### config.mk
export PLATFORM = sky130hd
export DESIGN_NAME = layer_blend_transparency
export DESIGN_NICKNAME = d
export VERILOG_FILES = /design/src/common/blend_pkg.sv /design/src/core/key_match.sv /design/src/core/layer_blend_transparency.sv
export SDC_FILE = /design/constraint.sdc
export NUM_CORES = 2
export LEC_CHECK = 0
export ABC_AREA = 0
export BUFFER_PORTS_ARGS = -buffer_cell sky130_fd_sc_hd__buf_2
export CAP_MARGIN = 40
export CORE_ASPECT_RATIO = 1.4
export CORE_MARGIN = 2
export CORE_UTILIZATION = 57
export CTS_CLUSTER_SIZE = 40
export DETAILED_ROUTE_END_ITERATION = 10
export GPL_ROUTABILITY_DRIVEN = 0
export PLACE_DENSITY_LB_ADDON = 0.08
export SETUP_SLACK_MARGIN = 0.02
export SLEW_MARGIN = 20
export SYNTH_ARGS = -nofsm -noshare
export SYNTH_HDL_FRONTEND = slang
export SYNTH_SLANG_ARGS = --single-unit
export TNS_END_PERCENT = 30
### constraint.sdc
create_clock -name pclk -period 9.4 [get_ports pclk]
set_clock_uncertainty 0.1 [all_clocks]
set_input_delay 0.47 -clock pclk [delete_from_list [all_inputs] [get_ports pclk]]
set_output_delay 0.47 -clock pclk [all_outputs]
set_load 0.05 [all_outputs]
### src/common/blend_pkg.sv
package blend_pkg;

  ////////////////////////////////////////////////////////////////////////////
  // bus shape
  localparam int          ADDR_W        = 12;
  localparam int          DATA_W        = 32;
  localparam int          IDX_W         = 10;

  ////////////////////////////////////////////////////////////////////////////
  // register indices, byte address is four times the index
  localparam logic [9:0]  IDX_L0_KEY    = 10'h0bc;
  localparam logic [9:0]  IDX_L3_KEY    = 10'h0c0;
  localparam logic [9:0]  IDX_L2_KEY    = 10'h0c2;
  localparam logic [9:0]  IDX_L4_BLEND  = 10'h194;
  localparam logic [9:0]  IDX_L5_BLEND  = 10'h198;
  localparam logic [9:0]  IDX_L0_EXT    = 10'h1a0;
  localparam logic [9:0]  IDX_L2_EXT    = 10'h1a8;
  localparam logic [9:0]  IDX_L3_EXT    = 10'h1ac;

  ////////////////////////////////////////////////////////////////////////////
  // blend register fields
  localparam int          RATIO_W       = 8;
  localparam int          PLANE_BIT     = 13;
  localparam int          INC_BIT       = 14;
  localparam int          EQ_BIT        = 15;
  localparam int          ON_BIT        = 16;
  localparam logic [8:0]  RATIO_ONE     = 9'h100;
  localparam logic [7:0]  RATIO_RESET   = 8'h00;

  ////////////////////////////////////////////////////////////////////////////
  // key colour register fields
  localparam int          KEY_W         = 15;
  localparam int          EXT_KEY_W     = 24;
  localparam int          ZERO_BIT      = 15;
  localparam int          EXT_ZERO_BIT  = 31;
  localparam int          INDIRECT_W    = 8;
  localparam logic [23:0] KEY_RESET     = 24'h000000;

  ////////////////////////////////////////////////////////////////////////////
  // pixel formats seen by the key compare
  typedef enum logic [1:0] {
    PIX_INDIRECT8,
    PIX_DIRECT16,
    PIX_DIRECT24
  } pix_mode_t;

endpackage

### src/core/key_match.sv
module key_match (
  // programmed key
  input  wire logic [23:0]          key,
  input  wire logic                 zero_opaque,
  // pixel under test
  input  wire logic [23:0]          code,
  input  wire blend_pkg::pix_mode_t mode,
  // result
  output logic                      hit
);
  import blend_pkg::*;

  logic key_eq;
  logic code_zero;

  ////////////////////////////////////////////////////////////////////////////
  // compare only the bits that the pixel format carries
  always_comb begin
    case (mode)
      PIX_INDIRECT8: begin
        key_eq    = (code[INDIRECT_W-1:0] == key[INDIRECT_W-1:0]);
        code_zero = (code[INDIRECT_W-1:0] == '0);
      end
      PIX_DIRECT16: begin
        key_eq    = (code[KEY_W-1:0] == key[KEY_W-1:0]);
        code_zero = (code[KEY_W-1:0] == '0);
      end
      PIX_DIRECT24: begin
        key_eq    = (code == key);
        code_zero = (code == '0);
      end
      default: begin
        key_eq    = 1'b0;
        code_zero = 1'b0;
      end
    endcase
  end

  ////////////////////////////////////////////////////////////////////////////
  // code zero is see-through unless marked opaque; zero key with zero bit
  // clear lands here too, showing black as transparent
  always_comb begin
    if (code_zero) begin
      hit = ~zero_opaque;
    end else begin
      hit = key_eq;
    end
  end

endmodule

### src/core/layer_blend_transparency.sv
// How it works
// eight-bit ratio field means value over 256
// layer 4 ratio may come from layer 5
// increment adds one step to nonzero ratio
// equation bit swaps upper and lower weights
// blend-on selects blending, else key overlay
// software enables blend bit and pixel alpha
// alpha flag from pixel or palette MSB
// code equal to key colour is transparent
// eight-bit indirect compares low eight bits
// zero bit decides whether code zero shows
// zero key and bit give transparent black
// layer 0 key also applies when blending
// short key registers alias extended registers
// reserved bits read zero, ignore writes
//
// Our own choice: the APB register port.
module layer_blend_transparency (
  // clock and reset
  input  wire logic                          pclk,
  input  wire logic                          presetn,
  // apb slave
  input  wire logic [blend_pkg::ADDR_W-1:0]  paddr,
  input  wire logic                          psel,
  input  wire logic                          penable,
  input  wire logic                          pwrite,
  input  wire logic [blend_pkg::DATA_W-1:0]  pwdata,
  output logic      [blend_pkg::DATA_W-1:0]  prdata,
  output logic                               pready,
  output logic                               pslverr,
  // key pixels, index 0 1 2 for layers 0 2 3
  input  wire logic                          key_valid,
  input  wire logic [23:0]                   key_code [3],
  input  wire blend_pkg::pix_mode_t          key_mode [3],
  input  wire logic [2:0]                    key_layer_blending,
  output logic                               key_out_valid,
  output logic      [2:0]                    key_transparent,
  // blend pixels, index 0 1 for layers 4 5
  input  wire logic                          blend_valid,
  input  wire logic [23:0]                   blend_upper [2],
  input  wire logic [23:0]                   blend_lower [2],
  input  wire logic [1:0]                    upper_data_msb,
  input  wire logic [1:0]                    upper_palette_msb,
  input  wire logic [1:0]                    upper_indirect,
  input  wire logic [7:0]                    layer5_pixel_ratio,
  output logic                               blend_out_valid,
  output logic      [23:0]                   blend_rgb [2],
  output logic      [1:0]                    blend_applied
);
  import blend_pkg::*;

  localparam logic [IDX_W-1:0] KEY_IDX   [3] = '{IDX_L0_KEY, IDX_L2_KEY, IDX_L3_KEY};
  localparam logic [IDX_W-1:0] EXT_IDX   [3] = '{IDX_L0_EXT, IDX_L2_EXT, IDX_L3_EXT};
  localparam logic [IDX_W-1:0] BLEND_IDX [2] = '{IDX_L4_BLEND, IDX_L5_BLEND};

  ////////////////////////////////////////////////////////////////////////////
  // register state
  logic [7:0]       ratio [2];
  logic [1:0]       ratio_inc;
  logic [1:0]       eq_sel;
  logic [1:0]       blend_on;
  logic             plane_sel;
  logic [23:0]      key [3];
  logic [2:0]       zero_opaque;

  logic [IDX_W-1:0] idx;
  logic             setup;
  logic             wr;
  logic [31:0]      rd_mux;
  logic             mapped;

  assign idx    = paddr[ADDR_W-1:2];
  assign setup  = psel & ~penable;
  assign wr     = psel & penable & pwrite;
  assign pready = 1'b1;

  ////////////////////////////////////////////////////////////////////////////
  // read mux
  always_comb begin
    rd_mux = '0;
    mapped = 1'b0;
    for (int k = 0; k < 3; k++) begin
      if (idx == KEY_IDX[k]) begin
        rd_mux = {16'h0000, zero_opaque[k], key[k][KEY_W-1:0]};
        mapped = 1'b1;
      end
      if (idx == EXT_IDX[k]) begin
        rd_mux = {zero_opaque[k], 7'h00, key[k]};
        mapped = 1'b1;
      end
    end
    for (int b = 0; b < 2; b++) begin
      if (idx == BLEND_IDX[b]) begin
        rd_mux[RATIO_W-1:0] = ratio[b];
        rd_mux[PLANE_BIT]   = (b == 0) ? plane_sel : 1'b0;
        rd_mux[INC_BIT]     = ratio_inc[b];
        rd_mux[EQ_BIT]      = eq_sel[b];
        rd_mux[ON_BIT]      = blend_on[b];
        mapped              = 1'b1;
      end
    end
  end

  ////////////////////////////////////////////////////////////////////////////
  // apb answer, captured in the setup cycle, zero wait states
  always_ff @(posedge pclk or negedge presetn) begin
    if (!presetn) begin
      prdata  <= '0;
      pslverr <= 1'b0;
    end else if (setup) begin
      prdata  <= pwrite ? '0 : rd_mux;
      pslverr <= ~mapped;
    end
  end

  ////////////////////////////////////////////////////////////////////////////
  // blend parameter registers
  always_ff @(posedge pclk or negedge presetn) begin
    if (!presetn) begin
      ratio     <= '{RATIO_RESET, RATIO_RESET};
      ratio_inc <= '0;
      eq_sel    <= '0;
      blend_on  <= '0;
      plane_sel <= 1'b0;
    end else begin
      for (int b = 0; b < 2; b++) begin
        if (wr && idx == BLEND_IDX[b]) begin
          ratio[b]     <= pwdata[RATIO_W-1:0];
          ratio_inc[b] <= pwdata[INC_BIT];
          eq_sel[b]    <= pwdata[EQ_BIT];
          blend_on[b]  <= pwdata[ON_BIT];
        end
      end
      if (wr && idx == IDX_L4_BLEND) begin
        plane_sel <= pwdata[PLANE_BIT];
      end
    end
  end

  ////////////////////////////////////////////////////////////////////////////
  // key colour registers, short and extended views share storage
  always_ff @(posedge pclk or negedge presetn) begin
    if (!presetn) begin
      key         <= '{KEY_RESET, KEY_RESET, KEY_RESET};
      zero_opaque <= '0;
    end else begin
      for (int k = 0; k < 3; k++) begin
        if (wr && idx == KEY_IDX[k]) begin
          key[k][KEY_W-1:0] <= pwdata[KEY_W-1:0];
          zero_opaque[k]    <= pwdata[ZERO_BIT];
        end else if (wr && idx == EXT_IDX[k]) begin
          key[k]            <= pwdata[EXT_KEY_W-1:0];
          zero_opaque[k]    <= pwdata[EXT_ZERO_BIT];
        end
      end
    end
  end

  ////////////////////////////////////////////////////////////////////////////
  // transparency key per layer
  logic [2:0] hit;
  logic [2:0] next_transparent;

  for (genvar k = 0; k < 3; k++) begin : g_key
    key_match u_match (
      .key         (key[k]),
      .zero_opaque (zero_opaque[k]),
      .code        (key_code[k]),
      .mode        (key_mode[k]),
      .hit         (hit[k])
    );
    // layer 0 keeps its key in blend mode, the others drop it
    assign next_transparent[k] = hit[k] & ((k == 0) | ~key_layer_blending[k]);
  end

  always_ff @(posedge pclk or negedge presetn) begin
    if (!presetn) begin
      key_out_valid   <= 1'b0;
      key_transparent <= '0;
    end else begin
      key_out_valid   <= key_valid;
      key_transparent <= key_valid ? next_transparent : '0;
    end
  end

  ////////////////////////////////////////////////////////////////////////////
  // blend datapath for layers 4 and 5
  logic [1:0]      alpha;
  logic [1:0]      apply;
  logic [1:0][8:0] eff;
  logic [1:0][8:0] w_up;
  logic [1:0][8:0] w_lo;
  logic [23:0]     next_rgb [2];

  for (genvar b = 0; b < 2; b++) begin : g_blend
    logic [7:0] raw;
    assign alpha[b] = upper_indirect[b] ? upper_palette_msb[b] : upper_data_msb[b];
    // blending needs both the enable and the pixel alpha
    assign apply[b] = blend_on[b] & alpha[b];
    assign raw      = (b == 0 && plane_sel) ? layer5_pixel_ratio : ratio[b];
    assign eff[b]   = (ratio_inc[b] && raw != 8'h00) ? {1'b0, raw} + 9'h001
                                                    : {1'b0, raw};
    assign w_up[b]  = eq_sel[b] ? RATIO_ONE - eff[b] : eff[b];
    assign w_lo[b]  = RATIO_ONE - w_up[b];
    for (genvar c = 0; c < 3; c++) begin : g_chan
      logic [17:0] sum;
      assign sum = {10'h000, blend_upper[b][8*c +: 8]} * {9'h000, w_up[b]}
                 + {10'h000, blend_lower[b][8*c +: 8]} * {9'h000, w_lo[b]};
      assign next_rgb[b][8*c +: 8] = apply[b] ? sum[15:8] : blend_upper[b][8*c +: 8];
    end
  end

  always_ff @(posedge pclk or negedge presetn) begin
    if (!presetn) begin
      blend_out_valid <= 1'b0;
      blend_rgb       <= '{24'h000000, 24'h000000};
      blend_applied   <= '0;
    end else begin
      blend_out_valid <= blend_valid;
      if (blend_valid) begin
        blend_rgb     <= next_rgb;
        blend_applied <= apply;
      end
    end
  end
endmodule

Yosys cells after proc, flatten, opt, wreduce, memory -nomap -nowiden
Cells that the tools add are included.
W data, S select, Z words.
{ "classes": {"add_sub_neg": 12, "muxes": 54, "reduce_logical": 30, "n_mul": 12, "n_bitwise": 17, "eq_ne": 23} }
{ "ops": {"columns": ["op", "count"], "rows": [
  ["$mul A8 B9 Y16", 12],
  ["$mux W32", 6],
  ["$add A16 B16 Y16", 6],
  ["$mux W15", 6],
  ["$eq A24 B24 Y1", 3],
  ["$logic_not A24 Y1", 3],
  ["$mux W8", 9],
  ["$eq A10 B9 Y1 const B", 5],
  ["$eq A15 B15 Y1", 3],
  ["$logic_not A15 Y1", 3],
  ["$mux W9", 4],
  ["$sub A9 B9 Y9 const A", 4],
  ["$eq A10 B8 Y1 const B", 3],
  ["$eq A8 B8 Y1", 3],
  ["$logic_not A8 Y1", 3],
  ["$mux W1", 19],
  ["$add A8 B1 Y9 const B", 2],
  ["$pmux W1 S3", 6],
  ["$mux W16", 1],
  ["$reduce_bool A8 Y1", 2],
  ["$logic_and A1 B1 Y1", 10],
  ["$not A1 Y1", 10],
  ["$mux W4", 2],
  ["$and A1 B1 Y1", 7],
  ["other kinds (6)", 16]
]} }
{ "word_totals": {"elab_cells": 174, "regBits": 186, "input_bits": 242, "output_inout_bits": 89} }

Longest topological paths before layout
{ "logic_depth": {"depth_word": 10, "ltp_mapped": 41, "depth_no_buf": 38} }

Hierarchy
From an unflattened synthesis, not the netlist that was laid out.
{ "unflattened": {"hier_cells": 4136, "hier_area_um2": 37496.0} }
{ "modules_own_cells": {"columns": ["mod", "seq_area_each_um2", "instances", "area_per_inst_um2", "cells_each"], "rows": [
  ["layer_blend_transparency", 4479.3, 1, 36418.7, 3998],
  ["key_match", 0.0, 3, 359.1, 46]
]} }

Worst setup path after synthesis
OpenSTA, ideal clock, no wires.
{ "synth_path": {"path_type": "input to register", "start": "input port layer5_pixel_ratio[7]", "end": "register blend_rgb[31] in the netlist's numbering", "required_time_ps": 9213, "t_arrival_ps": 9324, "setup_slack_ps": -111, "stages": 36, "setup_ps": 87, "n_path_buf": 1, "path_cell_list": "or4b_1 > a211o_1 > o21ai_1 > xnor2_1 > inv_2 > ha_1 > nand3_1 > a311o_1 > o21ai_0 > or3_1 > nor4b_2 > o211ai_2 > nor3_1 > xnor2_1 > clkbuf_1 > nand2_1 > fa_1 > fa_1 > inv_1 > fa_1 > fa_1 > fa_1 > inv_1 > fa_1 > inv_1 > ha_1 > and4_1 > a221o_1 > a21oi_1 > o31ai_1 > a21oi_1 > o2111ai_1 > a21oi_1 > o21bai_1 > or4_1 > o211ai_1"} }
{ "synth_between": {"elab_chain_len": 10, "elab_cells_between_ends": 12, "classes_between": "add/sub: 4; mul: 2; mux: 4; reduce/logical: 2"} }
{ "synth_rtl": {"columns": ["item", "line_no", "rtl"], "rows": [
  ["start, declared", "layer_blend_transparency.sv:45", "input wire logic [7:0] layer5_pixel_ratio,"],
  ["$mux W8 *", "layer_blend_transparency.sv:200", "assign raw = (b == 0 && plane_sel) ? layer5_pixel_ratio : ratio[b];"],
  ["branches (longest 2 deep; another with $add A8 B1 Y9)", null, null],
  ["$mux W9 *", "layer_blend_transparency.sv:201", "assign eff[b] = (ratio_inc[b] && raw != 8'h00) ? {1'b0, raw} + 9'h001"],
  ["$sub A9 B9 Y9", "layer_blend_transparency.sv:203", "assign w_up[b] = eq_sel[b] ? RATIO_ONE - eff[b] : eff[b];"],
  ["$mux W9 *", "layer_blend_transparency.sv:203", null],
  ["$sub A9 B9 Y9", "layer_blend_transparency.sv:204", "assign w_lo[b] = RATIO_ONE - w_up[b];"],
  ["$mul A8 B9 Y16", "layer_blend_transparency.sv:208", "+ {10'h000, blend_lower[b][8*c +: 8]} * {9'h000, w_lo[b]};"],
  ["$add A16 B16 Y16 *", "layer_blend_transparency.sv:208", null],
  ["$mux W8 *", "layer_blend_transparency.sv:209", "assign next_rgb[b][8*c +: 8] = apply[b] ? sum[15:8] : blend_upper[b][8*c +: 8];"],
  ["end signal, assigned", "layer_blend_transparency.sv:216", "blend_rgb <= '{24'h000000, 24'h000000};"],
  ["end signal, assigned", "layer_blend_transparency.sv:221", "blend_rgb <= next_rgb;"],
  ["end, declared", "layer_blend_transparency.sv:47", "output logic [23:0] blend_rgb [2],"]
]} }
Mark *: on every way between the ends.
A chain may end at the register's enable or synchronous reset.

Worst setup path after layout
{ "layout_path": {"start": "register plane_sel", "end": "register blend_rgb[31] in the netlist's numbering"} }
{ "layout_between": {"elab_chain_len": 10, "elab_cells_between_ends": 12, "classes_between": "add/sub: 4; mul: 2; mux: 4; reduce/logical: 2"} }
{ "layout_rtl": {"columns": ["item", "line_no", "rtl"], "rows": [
  ["start, declared", "layer_blend_transparency.sv:62", "logic plane_sel;"],
  ["start signal, assigned", "layer_blend_transparency.sv:135", "plane_sel <= pwdata[PLANE_BIT];"],
  ["$mux W8 *", "layer_blend_transparency.sv:200", null],
  ["branches (longest 2 deep; another with $add A8 B1 Y9)", null, null],
  ["$mux W9 *", "layer_blend_transparency.sv:201", null],
  ["$sub A9 B9 Y9", "layer_blend_transparency.sv:203", null],
  ["$mux W9 *", "layer_blend_transparency.sv:203", null],
  ["$sub A9 B9 Y9", "layer_blend_transparency.sv:204", null],
  ["$mul A8 B9 Y16", "layer_blend_transparency.sv:208", null],
  ["$add A16 B16 Y16 *", "layer_blend_transparency.sv:208", null],
  ["$mux W8 *", "layer_blend_transparency.sv:209", null]
]} }
Marks and branches as above.

==> metrics.yaml <==
critPathMaxStageDelay_ps: 590
syn_area_per_cell_um2: 9.173
drt-total-wl_um: 100100
power_per_cell_area_nw_per_um2: 59.80
synth_flop_cell: "dfrtp_1"
numCtsBuffers: 17
fmax_mhz: 108.4
max_slew_margin: 0.4199
yosysWarningCount: 0
grt_max_degree: 67
syn2layout_area_growth_pct: 10.70
ant_nets: 0
async_reset_ff_frac: 1.000
critPathKind: "flop to flop"
synth_top_cell_by_area: "fa_1"
antenna_found_initial: 18
p_leak_nw: 22.38
drive_gt1_frac: 0.1513
coreArea_um2: 65140
yosysTopAreaCellShare: 0.3404
fin_crit_sh: 0.9812
synthTopCellsByArea: "fa_1 (34%), dfrtp_1 (12%), ha_1 (12%)"
wl_per_cell_um: 19.18
max-vdd-ir-drop_v: 0.0001298
synthCells: 4077
grt_usage: 0.3112
synth_edf_count: 0
wl_met3_um: 4690
worst_slew_pin_slew_ps: 870.2
end_kind: "flop"
slew_viol_final: 0
clockBufferDepth: 2
vias: 28784
critPathTopFamily: "adder cells"
firstDrtPassIters: 6
highest-signal-layer: "met5"
overflow: 0
rsz0062_at_grt: "yes"
stdcell_area_um2: 41400
wl_met2_um: 54010
cp-start-kind: "flop"
timing.critical_path.buf_inv: 8
ys_seq_elements: 179
cap_violations: 0
synth_area_um2: 37400
hpwl_um: 80250
rows: 111
fp.dieW_um: 220.5
arrival_ps: 9540
ctsRootBufferMaster: "clkbuf_16"
dieArea_um2: 67710
critical_path_required_ps: 9720
whs_ps: 29.53
place_area_um2: 40450
ys_seq_area_frac: 0.1198
critical-path-top-cell-by-count: "fa_1"
vias_per_cell: 5.512
critPathSlowestCell: "fa_1"
synth_cell_types: 83
pin_count: 331
clk_pin_slew_ps: 110
drt_drc_violations_left: 0
crit_fanout: 4
htree_num_levels: 4
fin_nets: 5583
clock_latency_ps: 480
hold_violations: 0
grt_pass1_vias: 31051
die_y_um: 307.1
setup-violations-final: 0
port_buffers: 312
cts_tree: "built"
status: "completed"
cts.sinks: 179
power.total_w: 0.002476
drt_iter0_markers: 1648
hold_class: "input pin to flop"
start_util: 0.5742
period_needed_ps: 9224
grt_pass1_wl_um: 162100
m1WireLength_um: 37270
-- flip-flops by register name, indices dropped and copies added (netlist names) --
register	cells
pslverr	1
blend_applied	2
key_out_valid	1
plane_sel	1
blend_out_valid	1
g_blend.raw	8
key	72
blend_rgb	48
eq_sel	2
ratio	8
key_transparent	3
ratio_inc	2
prdata	25
zero_opaque	3
blend_on	2
-- cell families (layout without fill, tap and decap cells) --
family | Yosys count | in the layout | share of synthesized area
mux | 123 | 123 | 0.03657
fa+ha+maj | 992 | 992 | 0.4595
other cells | 2 | 21 | 0.0002008
flops | 179 | 179 | 0.1198
buf+inv | 1027 | 1306 | 0.1048
xor+xnor | 201 | 201 | 0.04817
compound gates | 317 | 317 | 0.05821
simple gates | 1236 | 1236 | 0.1727
-- Yosys cell counts (27+ instances only) --
cell	n
and2_1	472
nor3_1	27
a21oi_1	103
nor2_1	96
a21o_1	30
mux2_2	102
inv_1	830
clkbuf_1	157
nand2_1	426
xor2_1	82
dfrtp_1	179
ha_1	356
nor4_1	33
fa_1	636
xnor2_1	116
nand3_1	38
o21ai_0	43
-- power breakdown --
group | internal (W) | switching (W)
combinational | 0.000316 | 0.000529
clock | 0.000412 | 0.000411
sequential | 0.000792 | 0.0000165
-- metal layers --
layer / up-vias / global-route usage
met3: 220 / 0.03482
met5: - / 0
met4: 10 / 0.1303
li1: 13128 / -
met2: 776 / 0.5740
met1: 14650 / 0.3618
-- worst paths after layout --
| kind | startpoint | cells past startpoint | slack (ps) | endpoint |
|---|---|---|---|---|
| setup reg to reg | plane_sel | 37 | 180 | blend_rgb[31] |
| min in group asynchronous | presetn | 2 | 420 | prdata[21] |
| max in group asynchronous | presetn | 4 | 7650 | g_blend[1].raw[0] |
| hold reg to reg | prdata[5] | 1 | 380 | prdata[5] |
| hold / removal | key_layer_blending[1] | 2 | 30 | key_transparent[1] |
| setup / recovery | plane_sel | 37 | 180 | blend_rgb[31] |
-- per-stage QoR --
step                      utilization  instances  setup TNS, ps  setup WS [ps]
final                          0.6356       5222              0          176.3
after global routing           0.6356       5222         -421.2         -212.5
after CTS                      0.6309       5199              0          47.03
after detailed placement       0.6211       5166          -1613         -370.8
after global placement         0.6195       5161         -843.2         -313.8
after floorplan                     -       4083              0          47.34
-- placed cells by master, fill, tap and decap left out, types with 13 or more instances in the layout --
master	count
a222oi_1	24
nor2b_1	23
nor4_1	32
a22oi_1	13
nand3_1	37
inv_1	830
nor3_1	25
ha_1	354
mux2i_1	18
buf_2	312
a21o_1	30
fa_1	636
xnor2_2	18
xor2_1	77
nand2b_1	17
clkbuf_16	17
xnor2_1	95
or3_1	14
a21oi_1	96
nand2_1	426
and2_1	472
diode_2	13
o21ai_0	39
dfrtp_1	177
buf_4	114
nand4_1	21
mux2_2	102
nor2_1	92
-- layout make-up --
type | instances | area, µm²
diodes | 13 | 32.53
clock buffers | 19 | 442.9
clock inverters | 13 | 163.9
fillers | 5812 | 23740
inverters | 832 | 3123
multi-input cells | 2877 | 29440
flip-flops and latches | 179 | 4482
well taps | 847 | 1060
repair buffers | 442 | 2661
-- what timing repair did --
item	4_1_cts	5_1_grt
hold endpoints to repair	59	0
gates cloned	0	2
endpoints found under the setup margin	2	18
gates resized for setup	5	42
pin swaps	1	23
hold buffers	1	0
buffers inserted	0	6
Power figures use the tool's default switching activity.
